## src/hw/gsu_defines.svh

```systemverilog
// Purpose: Shared constants of the guarded store unit
// Assumes: Included by bare name from the lane steering and store unit files
// Notes:   Definitions only
`ifndef GSU_DEFINES_SVH
`define GSU_DEFINES_SVH

// Byte lane swap values for word stores
`define GSU_SWAP_LITTLE    2'h3
`define GSU_SWAP_BIG       2'h0
// Fixed delivery for the I/O aperture, byte order ignored
`define GSU_SWAP_MMIO      2'h3
// Low address bits of an aligned word
`define GSU_WORD_ALIGNED   2'h0
// Displacement used by the plain forms
`define GSU_DISP_ZERO      9'h000
// No byte lane written
`define GSU_BE_NONE        4'h0
// All four lanes written
`define GSU_BE_ALL         4'hf
// Single low lane, shifted to the byte position
`define GSU_BE_LOW         4'h1
// Default I/O aperture size, a plain choice
`define GSU_MMIO_SIZE_DFLT 32'h0020_0000

`endif

```

## src/hw/gsu_pkg.sv

```systemverilog
// Purpose: Types of the guarded store unit
// Assumes: Nothing beyond the defines header
// Notes:   Operation codes are one-hot
`default_nettype none
package gsu_pkg;

  // Store operation selector from the issue stage
  typedef enum logic [3:0]
  {
    GSU_OP_WORD_DISP = 4'h1,
    GSU_OP_WORD      = 4'h2,
    GSU_OP_BYTE_DISP = 4'h4,
    GSU_OP_BYTE      = 4'h8
  } gsu_op_t;

endpackage
`default_nettype wire

```

## src/hw/gsu_lane_steer.sv

```systemverilog
// Purpose: Steers source bytes onto memory byte lanes
// Assumes: Lane j of the memory word holds the byte at address base + j
// Notes:   Purely combinational; the caller registers the results
`timescale 1ns/100ps
`default_nettype none
`include "gsu_defines.svh"

module gsu_lane_steer
(
  input  wire logic [31:0] value,      // Source operand
  input  wire logic [1:0]  lane_swap,  // Swap value for word stores
  input  wire logic [1:0]  byte_lane,  // Target lane of a byte store
  input  wire logic        is_byte,    // Byte store rather than word
  output logic      [31:0] lane_data,  // Steered data
  output logic      [3:0]  lane_be     // Byte enables
);

  // One steering slice per memory lane
  genvar j;
  generate
    for (j = 0; j < 4; j++)
    begin : g_lane
      logic [1:0] src_k;  // Source byte landing on this lane

      assign src_k = 2'h3 - (2'(j) ^ lane_swap);

      // byte store uses low byte only
      assign lane_data[8*j +: 8] = is_byte ? value[7:0]
                                           : value[{src_k, 3'h0} +: 8];
      assign lane_be[j] = is_byte ? (byte_lane == 2'(j)) : 1'b1;
    end
  endgenerate

endmodule
`default_nettype wire

```

## src/hw/gsu_store_unit.sv

```systemverilog
// Purpose: Guarded store datapath between issue stage and data memory
// Assumes: Issue stage and memory system run on clk, no synchronisers
// Notes:   Misaligned word stores write nothing; the flag reports them
//
// Operation
// - Word store writes four bytes at base+disp
// - Word byte k lands at (3-k) xor swap
// - Misaligned word store sets the sticky flag
// - Trap enabled: request exception at interruptible jump
// - Aperture word stores ignore byte order
// - Guard bit zero suppresses every side effect
// - Cacheable store also updates cache copy
// - Byte store writes only low source byte
// - Byte store address is base plus displacement
// - Plain byte store uses zero displacement
// - Plain word store uses zero displacement
`timescale 1ns/100ps
`default_nettype none
`include "gsu_defines.svh"

module gsu_store_unit
#(
  parameter logic [31:0] MMIO_SIZE = `GSU_MMIO_SIZE_DFLT  // Aperture bytes
)
(
  input  wire logic            clk,                    // Processor clock
  input  wire logic            arst_n,                 // Async reset
  input  wire logic            issue_valid,            // Store offered
  output logic                 issue_ready,            // Store accepted
  input  wire gsu_pkg::gsu_op_t issue_op,              // Store kind
  input  wire logic [31:0]     base_operand,           // Address source
  input  wire logic [31:0]     value_operand,          // Data source
  input  wire logic [31:0]     guard_operand,          // Guard, bit 0
  input  wire logic [8:0]      disp,                   // Signed modifier
  input  wire logic            byte_order_flag,        // 1 little endian
  input  wire logic            misaligned_store_trap_enable, // Trap on
  input  wire logic            misaligned_store_flag_clear,  // SW clear
  input  wire logic            interruptible_jump,     // Jump point
  input  wire logic [31:0]     mmio_base,              // Aperture start
  output logic                 mem_valid,              // Write request
  input  wire logic            mem_ready,              // Memory takes it
  output logic      [31:0]     mem_addr,               // Word address
  output logic      [3:0]      mem_byte_en,            // Lane enables
  output logic      [31:0]     mem_data,               // Lane data
  output logic                 mem_mmio,               // Aperture access
  output logic                 mem_cache_update,       // Update cache copy
  output logic                 misaligned_store_flag,  // Sticky status
  output logic                 exception_request       // One-cycle pulse
);
  import gsu_pkg::*;

  // Decoded operation
  logic        take;        // Store accepted this cycle
  logic        is_word;     // Word form
  logic        is_byte;     // Byte form
  logic        bad_op;      // Illegal operation code
  logic [8:0]  disp_eff;    // Displacement after plain-form forcing
  logic [31:0] ea;          // Effective byte address
  logic [31:0] ap_off;      // Offset into the I/O aperture
  logic        in_mmio;     // Address hits the aperture
  logic        misalign;    // Enabled word store not word aligned
  logic        do_store;    // Request goes to memory
  logic [1:0]  lane_swap;   // Swap value in use
  logic [31:0] steer_data;  // Steered data from lane module
  logic [3:0]  steer_be;    // Steered enables from lane module

  // Memory request registers
  logic        mem_valid_q, mem_valid_d;
  logic [31:0] mem_addr_q, mem_addr_d;
  logic [3:0]  mem_be_q, mem_be_d;
  logic [31:0] mem_data_q, mem_data_d;
  logic        mem_mmio_q, mem_mmio_d;

  // Status registers
  logic        flag_q, flag_d;    // Misaligned store flag
  logic        pend_q, pend_d;    // Trap waiting for a jump
  logic        exc_q, exc_d;      // Exception request pulse

  // A slot is free when empty or being drained this cycle
  assign issue_ready = !mem_valid_q || mem_ready;
  assign take        = issue_valid && issue_ready;

  // Decode and address formation
  always_comb
  begin
    is_word  = 1'b0;
    is_byte  = 1'b0;
    bad_op   = 1'b0;
    disp_eff = disp;
    unique case (issue_op)
      GSU_OP_WORD_DISP:
      begin
        is_word = 1'b1;
      end
      GSU_OP_WORD:
      begin
        is_word  = 1'b1;
        disp_eff = `GSU_DISP_ZERO;
      end
      GSU_OP_BYTE_DISP:
      begin
        is_byte = 1'b1;
      end
      GSU_OP_BYTE:
      begin
        is_byte  = 1'b1;
        disp_eff = `GSU_DISP_ZERO;
      end
      // Unknown codes are dropped without effect
      default: bad_op = 1'b1;
    endcase
    ea      = base_operand + {{23{disp_eff[8]}}, disp_eff};
    ap_off  = ea - mmio_base;
    in_mmio = ap_off < MMIO_SIZE;
    // aperture ignores the byte order flag
    if (in_mmio)
      lane_swap = `GSU_SWAP_MMIO;
    else if (byte_order_flag)
      lane_swap = `GSU_SWAP_LITTLE;
    else
      lane_swap = `GSU_SWAP_BIG;
    // guard bit zero blocks all effects
    // word store needs a word aligned address
    misalign = take && guard_operand[0] && is_word && !bad_op
               && (ea[1:0] != `GSU_WORD_ALIGNED);
    do_store = take && guard_operand[0] && !bad_op && !misalign;
  end

  // Lane steering for both store widths
  gsu_lane_steer u_steer
  (
    .value     (value_operand),
    .lane_swap (lane_swap),
    .byte_lane (ea[1:0]),
    .is_byte   (is_byte),
    .lane_data (steer_data),
    .lane_be   (steer_be)
  );

  // Next request; held until the memory accepts it
  always_comb
  begin
    mem_valid_d = mem_valid_q && !mem_ready;
    mem_addr_d  = mem_addr_q;
    mem_be_d    = mem_be_q;
    mem_data_d  = mem_data_q;
    mem_mmio_d  = mem_mmio_q;
    if (do_store)
    begin
      mem_valid_d = 1'b1;
      mem_addr_d  = {ea[31:2], `GSU_WORD_ALIGNED};
      mem_be_d    = steer_be;
      mem_data_d  = steer_data;
      mem_mmio_d  = in_mmio;
    end
  end

  // Request registers
  always_ff @(posedge clk or negedge arst_n)
  begin
    if (!arst_n)
    begin
      mem_valid_q <= 1'b0;
      mem_addr_q  <= 32'h0000_0000;
      mem_be_q    <= `GSU_BE_NONE;
      mem_data_q  <= 32'h0000_0000;
      mem_mmio_q  <= 1'b0;
    end
    else
    begin
      mem_valid_q <= mem_valid_d;
      mem_addr_q  <= mem_addr_d;
      mem_be_q    <= mem_be_d;
      mem_data_q  <= mem_data_d;
      mem_mmio_q  <= mem_mmio_d;
    end
  end

  // Status next values; a new event beats a same-cycle clear
  always_comb
  begin
    // set wins, cleared only by software
    flag_d = misalign || (flag_q && !misaligned_store_flag_clear);
    // pending trap waits for the next jump
    pend_d = (misalign && misaligned_store_trap_enable)
             || (pend_q && !interruptible_jump);
    exc_d  = pend_q && interruptible_jump;
  end

  // Status registers
  always_ff @(posedge clk or negedge arst_n)
  begin
    if (!arst_n)
    begin
      flag_q <= 1'b0;
      pend_q <= 1'b0;
      exc_q  <= 1'b0;
    end
    else
    begin
      flag_q <= flag_d;
      pend_q <= pend_d;
      exc_q  <= exc_d;
    end
  end

  // Outputs; cache copy skipped for the uncached aperture
  assign mem_valid             = mem_valid_q;
  assign mem_addr              = mem_addr_q;
  assign mem_byte_en           = mem_be_q;
  assign mem_data              = mem_data_q;
  assign mem_mmio              = mem_mmio_q;
  // cacheable stores also update the cache
  assign mem_cache_update      = mem_valid_q && !mem_mmio_q;
  assign misaligned_store_flag = flag_q;
  assign exception_request     = exc_q;
endmodule
`default_nettype wire

```

## config.mk

```make
export PLATFORM = sky130hd
export DESIGN_NAME = gsu_store_unit
export DESIGN_NICKNAME = d
export VERILOG_FILES = /design/src/hw/gsu_pkg.sv /design/src/hw/gsu_lane_steer.sv /design/src/hw/gsu_store_unit.sv
export VERILOG_INCLUDE_DIRS = /design/src /design/src/hw
export SDC_FILE = /design/constraint.sdc
export NUM_CORES = 1
export LEC_CHECK = 0
export BUFFER_PORTS_ARGS = -buffer_cell sky130_fd_sc_hd__buf_2
export CAP_MARGIN = 20
export CORE_MARGIN = 5
export CORE_UTILIZATION = 35
export DETAILED_ROUTE_END_ITERATION = 10
export SKIP_LAST_GASP = 1
export SYNTH_ARGS = -nofsm -noshare
export SYNTH_HDL_FRONTEND = slang
export SYNTH_SLANG_ARGS = --single-unit
```

## constraint.sdc

```tcl
create_clock -name clk -period 2 [get_ports clk]
set_input_delay 0.2 -clock clk [delete_from_list [all_inputs] [get_ports clk]]
set_output_delay 0.2 -clock clk [all_outputs]
set_load 0.02 [all_outputs]
```

# After elaboration in Yosys (flattened, before gate mapping)

Index checks and enable logic that the tools add are counted.
W data, S select, Z words.

Bits in registers: 71
Input port bits: 149
Output and inout port bits: 74
Logic and storage cells: 71

Add/sub/neg operators: 6
Order comparisons: 1
Equality and inequality tests: 7
Shift operators: 4
Multiplexer cells: 14
Bitwise operators: 3
Reductions and logical operators: 28

Operator list:

| kind                   | count |
|---|---|
| $shiftx A32 B6 Y8      | 4 |
| $add A32 B32 Y32       | 1 |
| $lt A32 B22 Y1 const B | 1 |
| $mux W8                | 4 |
| $sub A32 B32 Y32       | 1 |
| $logic_and A1 B1 Y1    | 13 |
| $mux W9                | 1 |
| $sub A2 B2 Y2 const A  | 4 |
| $mux W1                | 7 |
| $logic_not A1 Y1       | 6 |
| $reduce_or A2 Y1       | 3 |
| $eq A2 B2 Y1 const B   | 2 |
| $eq A4 B1 Y1 const B   | 1 |
| $eq A4 B2 Y1 const B   | 1 |
| $eq A4 B3 Y1 const B   | 1 |
| $eq A4 B4 Y1 const B   | 1 |
| $mux W2                | 2 |
| $reduce_or A4 Y1       | 1 |
| $logic_or A1 B1 Y1     | 3 |
| $eq A2 B1 Y1 const B   | 1 |
| $logic_not A2 Y1       | 1 |
| $not A1 Y1             | 2 |
| $not A2 Y2             | 1 |
| $reduce_bool A2 Y1     | 1 |

# Longest topological paths before layout

Gate-level depths: netlist of the first run.

Word-level depth: 11
Mapped depth: 33
Depth with buffers taken out: 28

# By module

Synthesis of the first run repeated with hierarchy kept, for this count alone.

Cells, all modules: 685
Area total of the unflattened synthesis: 6,419.9 µm²

Modules (own cells, without submodules):

| module         | times used | cells an instance | area each (µm²) | seq. area each (µm²) |
|---|---|---|---|---|
| gsu_store_unit | 1          | 585               | 5,519.0         | 1,776.7 |
| gsu_lane_steer | 1          | 100               | 900.9           | 0.0 |

# Worst setup path after synthesis of the first run

OpenSTA, ideal clock, no wires.

Path kind: input to register
From: in issue_op[1]
To: reg mem_data_q[1], in the netlist mem_data[1]
Setup time: 0.124 ns
Arrival: 6.226 ns
Data required time: 1.876 ns
Setup slack: -4.350 ns
Cell stages on the path: 30
Path buffers: 3
Path through: buf_2 xnor2_1 or2_1 buf_2 and2_1 ha_1 inv_1 fa_1 nor2b_1 o21a_1 o21ai_0 a21oi_1 o21ai_0 or3_1 a211oi_1 mux2i_1 xor2_1 ha_1 and3_1 and2_1 nand3_2 o311a_1 o31ai_4 a31oi_1 or4b_1 nor4_2 a31oi_1 buf_6 mux2i_1 a211o_1

Word-level cells in the longest chain between the ends: 10
Elaborated cells between the ends (all ways): 25
Classes of those cells: add/sub (3); order compare (1); eq/ne (4); shift (1); mux (5); reduce/logical (11)

Ends and longest elaborated chain:

| item                                                | line                  | RTL |
|---|---|---|
| start, declared                                     | gsu_store_unit.sv:30  | `input wire gsu_pkg::gsu_op_t issue_op,` |
| $eq A4 B4 Y1 / $eq A4 B2 Y1 (equally long branches) | gsu_store_unit.sv:90  | `unique case (issue_op)` |
| $reduce_or A2 Y1 (no source line) (*)               | n/a                   |  |
| $mux W9 (*)                                         | gsu_store_unit.sv:90  |  |
| $add A32 B32 Y32 (*)                                | gsu_store_unit.sv:112 | `ea = base_operand + {{23{disp_eff[8]}}, disp_eff};` |
| named net ea[18]                                    | gsu_store_unit.sv:58  | `logic [31:0] ea;` |
| $sub A32 B32 Y32 (*)                                | gsu_store_unit.sv:113 | `ap_off = ea - mmio_base;` |
| $lt A32 B22 Y1 (*)                                  | gsu_store_unit.sv:114 | `in_mmio = ap_off < MMIO_SIZE;` |
| $mux W2 (*)                                         | gsu_store_unit.sv:116 | `if (in_mmio)` |
| $sub A2 B2 Y2 (*)                                   | gsu_lane_steer.sv:25  | `assign src_k = 2'h3 - (2'(j) ^ lane_swap);` |
| $shiftx A32 B6 Y8 (*)                               | gsu_lane_steer.sv:29  | `: value[{src_k, 3'h0} +: 8];` |
| $mux W8 (*)                                         | gsu_lane_steer.sv:28  | `assign lane_data[8*j +: 8] = is_byte ? value[7:0]` |
| end signal, assigned                                | gsu_store_unit.sv:174 | `mem_data_q <= mem_data_d;` |
| end, declared                                       | gsu_store_unit.sv:71  | `logic [31:0] mem_data_q, mem_data_d;` |

The timed path passes the listed nets; every way through them passes the cells marked *.
A chain may end at the register's enable or synchronous reset.

# Worst setup path in the final report of the first run

From: in issue_op[2]
To: reg mem_data_q[26], in the netlist mem_data[26]

Word-level cells in the longest chain between the ends: 11
Elaborated cells between the ends (all ways): 26
Classes of those cells: add/sub (3); order compare (1); eq/ne (4); shift (1); mux (5); bitwise (1); reduce/logical (11)

Ends and longest elaborated chain:

| item                                                | line |
|---|---|
| $eq A4 B4 Y1 / $eq A4 B2 Y1 (equally long branches) | gsu_store_unit.sv:90 |
| $reduce_or A2 Y1 (no source line) (*)               | n/a |
| $mux W9 (*)                                         | gsu_store_unit.sv:90 |
| $add A32 B32 Y32 (*)                                | gsu_store_unit.sv:112 |
| named net ea[26]                                    | gsu_store_unit.sv:58 |
| $sub A32 B32 Y32 (*)                                | gsu_store_unit.sv:113 |
| $lt A32 B22 Y1 (*)                                  | gsu_store_unit.sv:114 |
| $mux W2 (*)                                         | gsu_store_unit.sv:116 |
| $not A2 Y2 (no source line) (*)                     | n/a |
| $sub A2 B2 Y2 (*)                                   | gsu_lane_steer.sv:25 |
| $shiftx A32 B6 Y8 (*)                               | gsu_lane_steer.sv:29 |
| $mux W8 (*)                                         | gsu_lane_steer.sv:28 |

Marked as above.

==> out/results.ini, run 1 <==
[finish]
seq_area_mm2 = 0.00178
fin_nets = 1395
stdcell_count = 1439
multi_input_area_mm2 = 0.00501
drive_above_1_share = 0.488
fillers = 1579
diodes = 0
postLayoutCellArea_mm2 = 0.0107
utilization = 0.598
syn2layout_area_growth_pct = 69.8

[global_routing]
gr-usage-met1 = 0.279
grt_pass1_vias = 7015
grt_util_met3 = 0.0304
gr-usage-met2 = 0.362
grt_max_degree = 49
antenna_found_initial = 0
grt.total_usage = 0.210
grt_overflow = 0
grt_pass1_wl_um = 35100
busiest_layer = met2

[synth]
ys_seq_area_frac = 0.283
syn_avg_cell_area_um2 = 7.79
synth_top_family_by_area = simple AND/OR/NAND/NOR gates
synth_area_leaders = dfrtp_1 28%, nand2_1 9.6%, ha_1 8.0%
synth_area_leader_cell = dfrtp_1
yosys.area_share.simple = 0.237
synthCells = 807
async_flop_share = 1.00
synthAdderAreaFrac = 0.0862
netlist.area_leader.share = 0.283
synth.top_cells.by_count = 160 x nand2_1, 71 x dfrtp_1, 67 x nor2_1
synth_ff_type = dfrtp_1
yosysWarnings = 0
yosysUniqueCellTypes = 73
yosys.area_share.xor_xnor = 0.0709
synthMuxAreaShare = 0.0494
synthMostInstantiatedCell = nand2_1
synth_edf_count = 0
synth-compound-area-share = 0.212
ys_ff_latch = 71
syn_area_mm2 = 0.00628

[timing]
final.setup_skew_ns = 0.0121
relSlewSlack = 0.619
fin_crit_ns = 5.60
timing.final.hold_violations = 0
fin_crit_sh = 2.80
drv_slew = 0
fmax_ghz = 0.179
finalWorstSetupSlack_ns = -3.60
tightest_slew_ns = 0.571
rsz0062_at_grt = yes
finalSetupViolations = 70

[detailed_routing]
first_iter_violations = 385
drt_pass1_iterations = 5
route.vias.total = 7427
drt-wirelength-per-cell_um = 16.4
viasPerCell = 5.16
drc = 0
ant_nets = 0
wl_um = 23500

[place]
place_congestion = 0.940
preCtsSetupSlack_ns = -4.14
port_buffers = 189
place_area_mm2 = 0.00906
hpwl_um = 17300
dp.cells = 1374

[floorplanning]
start_util = 0.352
rows = 49
core-area_mm2 = 0.0178
die_h_um = 144
die_w_um = 144
num_io_pins = 223
dieArea_mm2 = 0.0207

[status]
status = finished, violations left
violations = setup timing

[worst_setup_path]
slowest_delay_ns = 0.51
r2r_slack_ns = -0.23
cp_common_cell = buf_6
cp-end-kind = flip-flop
reg2reg_depth = 10
worst-setup-path-type = in2reg
worstSetupStartpoint = issue_op[2]
startpoint_type = input port
worstPathMaxFanout = 8
crit_required_ns = 2.22
crit_slowest_cell = or4b_1
cp.arrival_ns = 5.82
r2r-start = mem_valid
endpoint = mem_data[26]
r2r-end = mem_data[16]

[min_path]
min_from = misaligned_store_flag_clear
hold_path.class = in2reg

[clocking]
cts_tree = yes
numCtsBuffers = 9
clk_pin_slew_ns = 0.07
cts.path.max_buffers = 2
htreeDepth = 3
cts.sinks = 71
cts-root-buf = clkbuf_16
clk_latency_ns = 0.34

[pwr]
p_leak_uw = 0.00524
ir_worst_vdd_v = 0.000413
power_density_mw_per_mm2 = 728
power.total_uw = 7770

[flow_run]
cap_viol_max_count = 0

==> how the worst min path moves through the flow <==
stage / end / slack, ns / cells past startpoint
after CTS: misaligned_store_flag / 0.008 / 2
final: misaligned_store_flag / 0.02 / 2
after detailed placement: mem_addr[31] / 0.24 / 1
after floorplan: exception_request / -0.1 / 0
after global routing: misaligned_store_flag / 0.01 / 2
after global placement: mem_addr[27] / 0.23 / 1
==> per-layer routing <==
layer / wire [um] / up-vias
met4: 404 / 0
li1: - / 3647
met1: 10200 / 3525
met2: 11700 / 234
met3: 1280 / 21
met5: 0 / -
==> critical path, delay by kind of cell <==
kind / cells / cell delay (ns)
AOI/OAI and AO/OA: 12 / 2.06
xor gates and xnor gates: 1 / 0.19
adders and majority gates: 3 / 0.58
buffers and inverters: 9 / 1.13
muxes: 1 / 0.11
and+or+nand+nor: 7 / 1.55
==> final cells by class <==
| type | instances | area share |
|---|---|---|
| clock inverters | 6 | 0.00410 |
| repair buffers | 433 | 0.294 |
| flip-flops and latches | 71 | 0.167 |
| well taps | 229 | 0.0269 |
| inverters | 47 | 0.0165 |
| clock buffers | 10 | 0.0224 |
| multi-input cells | 643 | 0.470 |
==> layout by cell type (no fill, tap or decap), types with 12 or more instances in the layout <==
cell type  instances
nor2_1            63
nand2_2           12
a21oi_2           12
a21oi_1           29
xnor2_1           26
a211o_1           16
buf_4            205
buf_2            185
buf_6             21
clkbuf_16         13
nand2_1          141
xnor2_2           12
nor3_1            12
ha_1              32
o21ai_0           30
nand3_1           20
mux2i_1           19
inv_1             44
dfrtp_1           71
==> where the power goes <==
part           total (uW)  internal (uW)  switching, uW
Clock                1580            880            700
Sequential           1990           1780            208
Combinational        4200           2000           2200
Total                7770           4660           3110
==> repair_timing <==
action / 4_1_cts / 5_1_grt
pin swaps: 41 / 37
buffers inserted: 29 / 19
gates resized for setup: 84 / 89
hold buffers: 1 / 0
endpoints found under the hold margin: 38 / 0
cloned: 5 / 3
endpoints found under the setup margin: 70 / 70
==> kinds of logic (layout without fill, tap and decap cells) <==
| logic type | after synthesis | in the layout |
|---|---|---|
| DFF | 71 | 71 |
| muxes | 30 | 30 |
| adders and majority gates | 43 | 43 |
| other | 1 | 2 |
| buffers and inverters | 94 | 496 |
| and+or+nand+nor | 327 | 327 |
| xor gates and xnor gates | 50 | 50 |
| AOI/OAI and AO/OA | 191 | 191 |
==> flip-flops by register name, indices dropped and copies added, names as in the netlist <==
register and cells:
exception_request 1, mem_addr 30, mem_byte_en 4, mem_data 32
mem_mmio 1, mem_valid 1, misaligned_store_flag 1, pend_q 1
==> stage by stage <==
step	hold WS, ns	TNS, ns
floorplan	-0.0956	-147.67
global placement	0.232	-174.55
detailed placement	0.241	-177.73
CTS	0.00833	-141.38
global route	0.00968	-161.21
finish	0.0158	-146.00
(Power assumes the default switching activity.)
==> run 2: changes to the inputs <==
--- a/config.mk
+++ b/config.mk
@@ -11,6 +11,7 @@
 export CORE_MARGIN = 5
 export CORE_UTILIZATION = 35
 export DETAILED_ROUTE_END_ITERATION = 10
+export SETUP_SLACK_MARGIN = 0.4
 export SKIP_LAST_GASP = 1
 export SYNTH_ARGS = -nofsm -noshare
 export SYNTH_HDL_FRONTEND = slang
==> constraint.sdc (replaced) <==
create_clock -name clk -period 5.5 [get_ports clk]
set_input_delay 0.55 -clock clk [delete_from_list [all_inputs] [get_ports clk]]
set_output_delay 0.55 -clock clk [all_outputs]
set_load 0.02 [all_outputs]
==> run 2 against run 1 <==
Compared with the run above: clock power down 55%; via count down 4.9%; register-to-register slack better by 2.8 ns; the run still ends with setup timing left; design area down 9.3%; largest cell class unchanged; largest power group unchanged; final cell count down 5.4%; routed wire length down 7.1%; first-iteration DRC count down 13%.
==> out/results.ini, run 2 (synthesized netlist as in run 1, its figures left out) <==
[clocking]
clk_pin_slew_ns = 0.06  ; was 0.07 ns
clk_latency_ns = 0.34  ; about the same
cts.path.max_buffers = 2  ; unchanged
cts_tree = yes  ; unchanged
htreeDepth = 3  ; unchanged
cts-root-buf = clkbuf_16  ; unchanged
numCtsBuffers = 9  ; unchanged
ctsHoldBuffers = 0  ; was 1
cts.sinks = 71  ; unchanged

[global_routing]
grt_max_degree = 72  ; was 49
grt_pass1_wl_um = 34400  ; was 35100 um
grt.total_usage = 0.204  ; was 0.210
grt_overflow = 0  ; unchanged
grt_pass1_vias = 6946  ; was 7015
antenna_found_initial = 0  ; unchanged

[timing]
finalWorstSetupSlack_ns = -0.526  ; was -3.60 ns
finalSetupViolations = 32  ; was 70
fin_crit_ns = 6.03
final.setup_skew_ns = 0.0102  ; was 0.0121 ns
relSlewSlack = 0.354  ; was 0.619
drv_slew = 0  ; unchanged
fmax_ghz = 0.166
rsz0062_at_grt = yes  ; unchanged
fin_crit_sh = 1.10
tightest_slew_ns = 0.969  ; was 0.571 ns
timing.final.hold_violations = 0  ; unchanged
holdWs_ns = 0.372  ; was 0.0158 ns

[pwr]
p_leak_uw = 0.00473  ; was 0.00524 uW
ir_worst_vdd_v = 0.000168  ; was 0.000413 V
power_density_mw_per_mm2 = 292  ; was 728 mW/mm^2
power.total_uw = 2820  ; was 7770 uW

[detailed_routing]
first_iter_violations = 335  ; was 385
drt_pass1_iterations = 5  ; unchanged
drc = 0  ; unchanged
wl_um = 21900  ; was 23500 um
drt-wirelength-per-cell_um = 16.1  ; was 16.4 um
route.vias.total = 7064  ; was 7427
ant_nets = 0  ; unchanged
viasPerCell = 5.19  ; was 5.16

[status]
status = finished, violations left  ; unchanged
violations = setup timing  ; unchanged

[place]
place_congestion = 0.909  ; was 0.940
dp.cells = 1322  ; was 1374
place_area_mm2 = 0.00854  ; was 0.00906 mm^2
port_buffers = 189  ; unchanged
hpwl_um = 16700  ; was 17300 um

[worst_setup_path]
startpoint_type = input port  ; unchanged
endpoint = mem_data[8]  ; was mem_data[26]
worstPathMaxFanout = 8  ; unchanged
r2r-start = mem_valid  ; unchanged
crit_slowest_cell = or4b_4  ; was or4b_1
reg2reg_depth = 10  ; unchanged
worstSetupStartpoint = issue_op[3]  ; was issue_op[2]
crit_required_ns = 5.73  ; was 2.22 ns
cp-end-kind = flip-flop  ; unchanged
r2r_slack_ns = 2.61  ; was -0.23 ns
cp.arrival_ns = 6.26  ; was 5.82 ns
slowest_delay_ns = 0.56  ; was 0.51 ns
worst-setup-path-type = in2reg  ; unchanged
r2r-end = mem_data[15]  ; was mem_data[16]

[floorplanning]
num_io_pins = 223  ; unchanged
start_util = 0.352  ; unchanged
rows = 49  ; unchanged
die_h_um = 144  ; unchanged
dieArea_mm2 = 0.0207  ; unchanged
die_w_um = 144  ; unchanged
core-area_mm2 = 0.0178  ; unchanged

[flow_run]
cap_viol_max_count = 0  ; unchanged

[finish]
postLayoutCellArea_mm2 = 0.00968  ; was 0.0107 mm^2
final_cell_mix = 186 x buf_2, 156 x buf_4, 146 x nand2_1  ; was 205 x buf_4, 185 x buf_2, 141 x nand2_1
utilization = 0.543  ; was 0.598
diodes = 0  ; unchanged
layout_commonest_cell = buf_2  ; was buf_4
largest_register_ffs = 32  ; unchanged
fin_nets = 1318  ; was 1395
syn2layout_area_growth_pct = 54.1  ; was 69.8%
stdcell_count = 1362  ; was 1439
drive_above_1_share = 0.416  ; was 0.488

[min_path]
hold_path.class = in2async  ; was in2reg

## run 2: worst min-delay path by stage
stage,from,cells past startpoint,end,slack [ns]
6_report,arst_n,1,mem_valid,0.37
5_1_grt,misaligned_store_flag_clear,2,misaligned_store_flag,0.40
4_1_cts,misaligned_store_flag_clear,2,misaligned_store_flag,0.39
3_5_place_dp,mem_addr[22],2,mem_addr[22],0.46
3_3_place_gp,mem_addr[22],2,mem_addr[22],0.45
2_1_floorplan,arst_n,0,exception_request,0.25
## run 2: metrics by stage
| step | worst slack, ns | setup TNS [ns] |
|---|---|---|
| floorplan | -0.500 | -15.10 |
| global placement | -1.06 | -33.24 |
| detailed placement | -1.11 | -34.31 |
| CTS | -0.578 | -16.08 |
| global route | -0.825 | -24.39 |
| finish | -0.526 | -14.81 |
## run 2: critical path, delay by kind of cell
family          cells  cell delay (ns)
xor+xnor            2             0.26
mux                 1             0.23
compound gates     10             1.66
buf+inv             6             0.82
simple gates        9             1.94
fa+ha+maj           3             0.80
## run 2: timing repair
action	in CTS	in global routing
gates resized for setup	57	36
pin swaps	31	16
buffers inserted	19	2
cloned	3	0
endpoints found under the setup margin	33	33
## run 2: layout make-up
type | count | area [um^2]
fillers | 1652 | 8160
multi-input cells | 643 | 4720
repair buffers | 356 | 2370
flip-flops and latches | 71 | 1780
well taps | 229 | 287
clock buffers | 9 | 225
inverters | 47 | 176
clock inverters | 7 | 128
## run 2: per-layer routing
layer,vias to the layer above,routed length [um],global-route usage
met5,-,0,0
met4,0,299,0.0525
met3,20,1440,0.0241
met2,231,10800,0.352
met1,3325,9360,0.272
li1,3488,-,-
## run 2: where the power goes
part	switching, uW	internal, uW	total [uW]
clock network	253	451	704
logic	754	643	1400
registers	76.0	647	723
total	1080	1740	2820
==> run 3: changes to the inputs <==
--- a/config.mk
+++ b/config.mk
@@ -8,9 +8,12 @@
 export LEC_CHECK = 0
 export BUFFER_PORTS_ARGS = -buffer_cell sky130_fd_sc_hd__buf_2
 export CAP_MARGIN = 20
+export CELL_PAD_IN_SITES_DETAIL_PLACEMENT = 1
+export CELL_PAD_IN_SITES_GLOBAL_PLACEMENT = 1
 export CORE_MARGIN = 5
 export CORE_UTILIZATION = 35
 export DETAILED_ROUTE_END_ITERATION = 10
+export PLACE_DENSITY_LB_ADDON = 0.1
 export SETUP_SLACK_MARGIN = 0.4
 export SKIP_LAST_GASP = 1
 export SYNTH_ARGS = -nofsm -noshare
==> run 3 against run 2 <==
Compared with the run above: the flow still finishes with violations (setup timing); clock skew fell by 0.0036 ns; register-to-register slack better by 0.44 ns; sequential power about the same; critical endpoint is now mem_data[29]; global-route usage up 2.3 points; first-iteration DRC count is 33% lower; highest routed layer unchanged; power increased by 0.22%; core utilization increased by 0.38 points.
==> out/results.ini, run 3 (synthesized netlist as in run 1, its figures left out) <==
[flow_run]
cap_viol_max_count = 0  ; unchanged

[worst_setup_path]
cp_common_cell = buf_4
worst-setup-path-type = in2reg  ; unchanged
r2r-start = mem_valid  ; unchanged
cp.arrival_ns = 6.38  ; was 6.26 ns
slowest_delay_ns = 0.57  ; was 0.56 ns
crit_slowest_cell = or4b_4  ; unchanged
cp-end-kind = flip-flop  ; unchanged
reg2reg_depth = 10  ; unchanged
startpoint_type = input port  ; unchanged
crit_required_ns = 5.71  ; was 5.73 ns
worstPathMaxFanout = 5  ; was 8
r2r_slack_ns = 3.05  ; was 2.61 ns
r2r-end = mem_data[17]  ; was mem_data[15]

[pwr]
p_switching_uw = 1100  ; was 1080 uW
power_density_mw_per_mm2 = 290  ; was 292 mW/mm^2
ir_worst_vdd_v = 0.000151  ; was 0.000168 V
clkPwrFrac = 0.234  ; was 0.249
p_leak_uw = 0.00473  ; about the same
internal_power_uw = 1730  ; was 1740 uW
seq_power_share = 0.255  ; was 0.256
p_sw_frac = 0.390  ; was 0.384
power_frac_comb = 0.511  ; was 0.495

[detailed_routing]
ant_nets = 0  ; unchanged
first_iter_violations = 223  ; was 335
drc = 0  ; unchanged
route.vias.total = 7162  ; was 7064
viasPerCell = 5.25  ; was 5.19
drt_pass1_iterations = 4  ; was 5
wl_um = 24500  ; was 21900 um
drt-wirelength-per-cell_um = 17.9  ; was 16.1 um

[finish]
syn2layout_area_growth_pct = 55.1  ; was 54.1%
postLayoutCellArea_mm2 = 0.00975  ; was 0.00968 mm^2
final_cell_mix = 186 x buf_2, 154 x buf_4, 151 x nand2_1  ; was 186 x buf_2, 156 x buf_4, 146 x nand2_1
utilization = 0.547  ; was 0.543
diodes = 0  ; unchanged
largest_register_ffs = 32  ; unchanged
drive_above_1_share = 0.430  ; was 0.416
fin_nets = 1320  ; was 1318
layout_commonest_cell = buf_2  ; unchanged

[floorplanning]
core-area_mm2 = 0.0178  ; unchanged
dieArea_mm2 = 0.0207  ; unchanged
start_util = 0.352  ; unchanged
rows = 49  ; unchanged
die_w_um = 144  ; unchanged
die_h_um = 144  ; unchanged
num_io_pins = 223  ; unchanged

[timing]
rsz0062_at_grt = yes  ; unchanged
drv_slew = 0  ; unchanged
relSlewSlack = 0.318  ; was 0.354
finalSetupViolations = 33  ; was 32
fin_crit_ns = 6.17  ; was 6.03 ns
finalWorstSetupSlack_ns = -0.668  ; was -0.526 ns
fmax_ghz = 0.162  ; was 0.166 GHz
final.setup_skew_ns = 0.00660  ; was 0.0102 ns
tightest_slew_ns = 1.02  ; was 0.969 ns
timing.final.hold_violations = 0  ; unchanged
fin_crit_sh = 1.12  ; was 1.10

[global_routing]
grt.total_usage = 0.227  ; was 0.204
grt_max_degree = 72  ; unchanged
grt_pass1_wl_um = 37900  ; was 34400 um
grt_pass1_vias = 7378  ; was 6946
antenna_found_initial = 0  ; unchanged
grt_overflow = 0  ; unchanged

[clocking]
cts-root-buf = clkbuf_16  ; unchanged
cts_tree = yes  ; unchanged
cts.path.max_buffers = 2  ; unchanged
clk_pin_slew_ns = 0.06  ; about the same
htreeDepth = 3  ; unchanged
numCtsBuffers = 9  ; unchanged
ctsHoldBuffers = 0  ; unchanged
clk_latency_ns = 0.33  ; was 0.34 ns
cts.sinks = 71  ; unchanged

[place]
place_area_mm2 = 0.00852  ; was 0.00854 mm^2
hpwl_um = 18200  ; was 16700 um
preCtsSetupSlack_ns = -1.08  ; was -1.11 ns
place_congestion = 0.846  ; was 0.909
port_buffers = 189  ; unchanged

[status]
violations = setup timing  ; unchanged
status = finished, violations left  ; unchanged

[min_path]
hold_path.class = in2async  ; unchanged

## run 3: cell count changes in the layout (fill, tap and decap cells not counted), moves of 4 or more
cell	delta
o311ai_2	+9
nand2_1	+5
ha_1	-4
a21oi_1	-4
o311ai_4	-9
## run 3: final cells by class
cell class | count | area (um^2)
Fill cell | 2222 | 8090
Multi-Input combinational cell | 643 | 4760
Inverter | 47 | 176
Clock buffer | 12 | 256
Timing Repair Buffer | 358 | 2420
Clock inverter | 4 | 76.3
Tap cell | 229 | 287
Sequential cell | 71 | 1780
## run 3: per-layer routing
layer,wire length [um],part of all wire,GRT usage,vias up
met5,0,0,0,-
met4,512,0.021,0.0629,0
met3,1050,0.043,0.0268,32
met2,12100,0.49,0.393,198
met1,10800,0.44,0.300,3433
li1,-,-,-,3499
## run 3: what timing repair did
action | CTS | global route
gates cloned | 4 | 0
gates resized for setup | 46 | 63
pin swaps | 21 | 28
endpoints found under the hold margin | 0 | 0
setup buffers | 10 | 7
endpoints found under the setup margin | 33 | 33
## run 3: worst max path at each step
| stage | startpoint | endpoint | slack, ns | depth (start not counted) |
|---|---|---|---|---|
| 4_1_cts | issue_op[3] | mem_data[29] | -0.55 | 32 |
| 3_5_place_dp | issue_op[2] | mem_data[3] | -1.08 | 32 |
| 6_report | issue_op[2] | mem_data[29] | -0.67 | 33 |
| 2_1_floorplan | issue_op[1] | mem_data[1] | -0.50 | 30 |
| 5_1_grt | issue_op[3] | mem_data[31] | -0.94 | 33 |
| 3_3_place_gp | issue_op[2] | mem_data[2] | -0.96 | 31 |
## run 3: critical path, delay by kind of cell
kind | cells | cell delay, ns
compound gates | 13 | 2.03
xor+xnor | 1 | 0.27
fa+ha+maj | 3 | 0.61
buf+inv | 8 | 1.06
mux | 1 | 0.11
simple gates | 7 | 1.72
## run 3: stage by stage
| stage | total power (uW) | hold slack (ns) | instances | setup TNS, ns |
|---|---|---|---|---|
| 6_report | 2830 | 0.107 | 1364 | -19.95 |
| 5_1_grt | 3000 | 0.124 | 1364 | -28.83 |
| 4_1_cts | 2750 | 0.410 | 1355 | -16.22 |
| 3_5_place_dp | 2010 | 0.460 | 1325 | -32.64 |
| 3_3_place_gp | 1980 | 0.455 | 1325 | -29.40 |
| 2_1_floorplan | 1450 | 0.254 | 808 | -15.10 |
## run 3: power groups by stage
| stage | sequential, uW | clock (uW) | combinational [uW] |
|---|---|---|---|
| 3_3_place_gp | 727 | 0 | 1260 |
| 5_1_grt | 735 | 700 | 1570 |
| 3_5_place_dp | 733 | 0 | 1280 |
| 4_1_cts | 723 | 677 | 1350 |
| 2_1_floorplan | 876 | 0 | 572 |
| 6_report | 722 | 661 | 1450 |
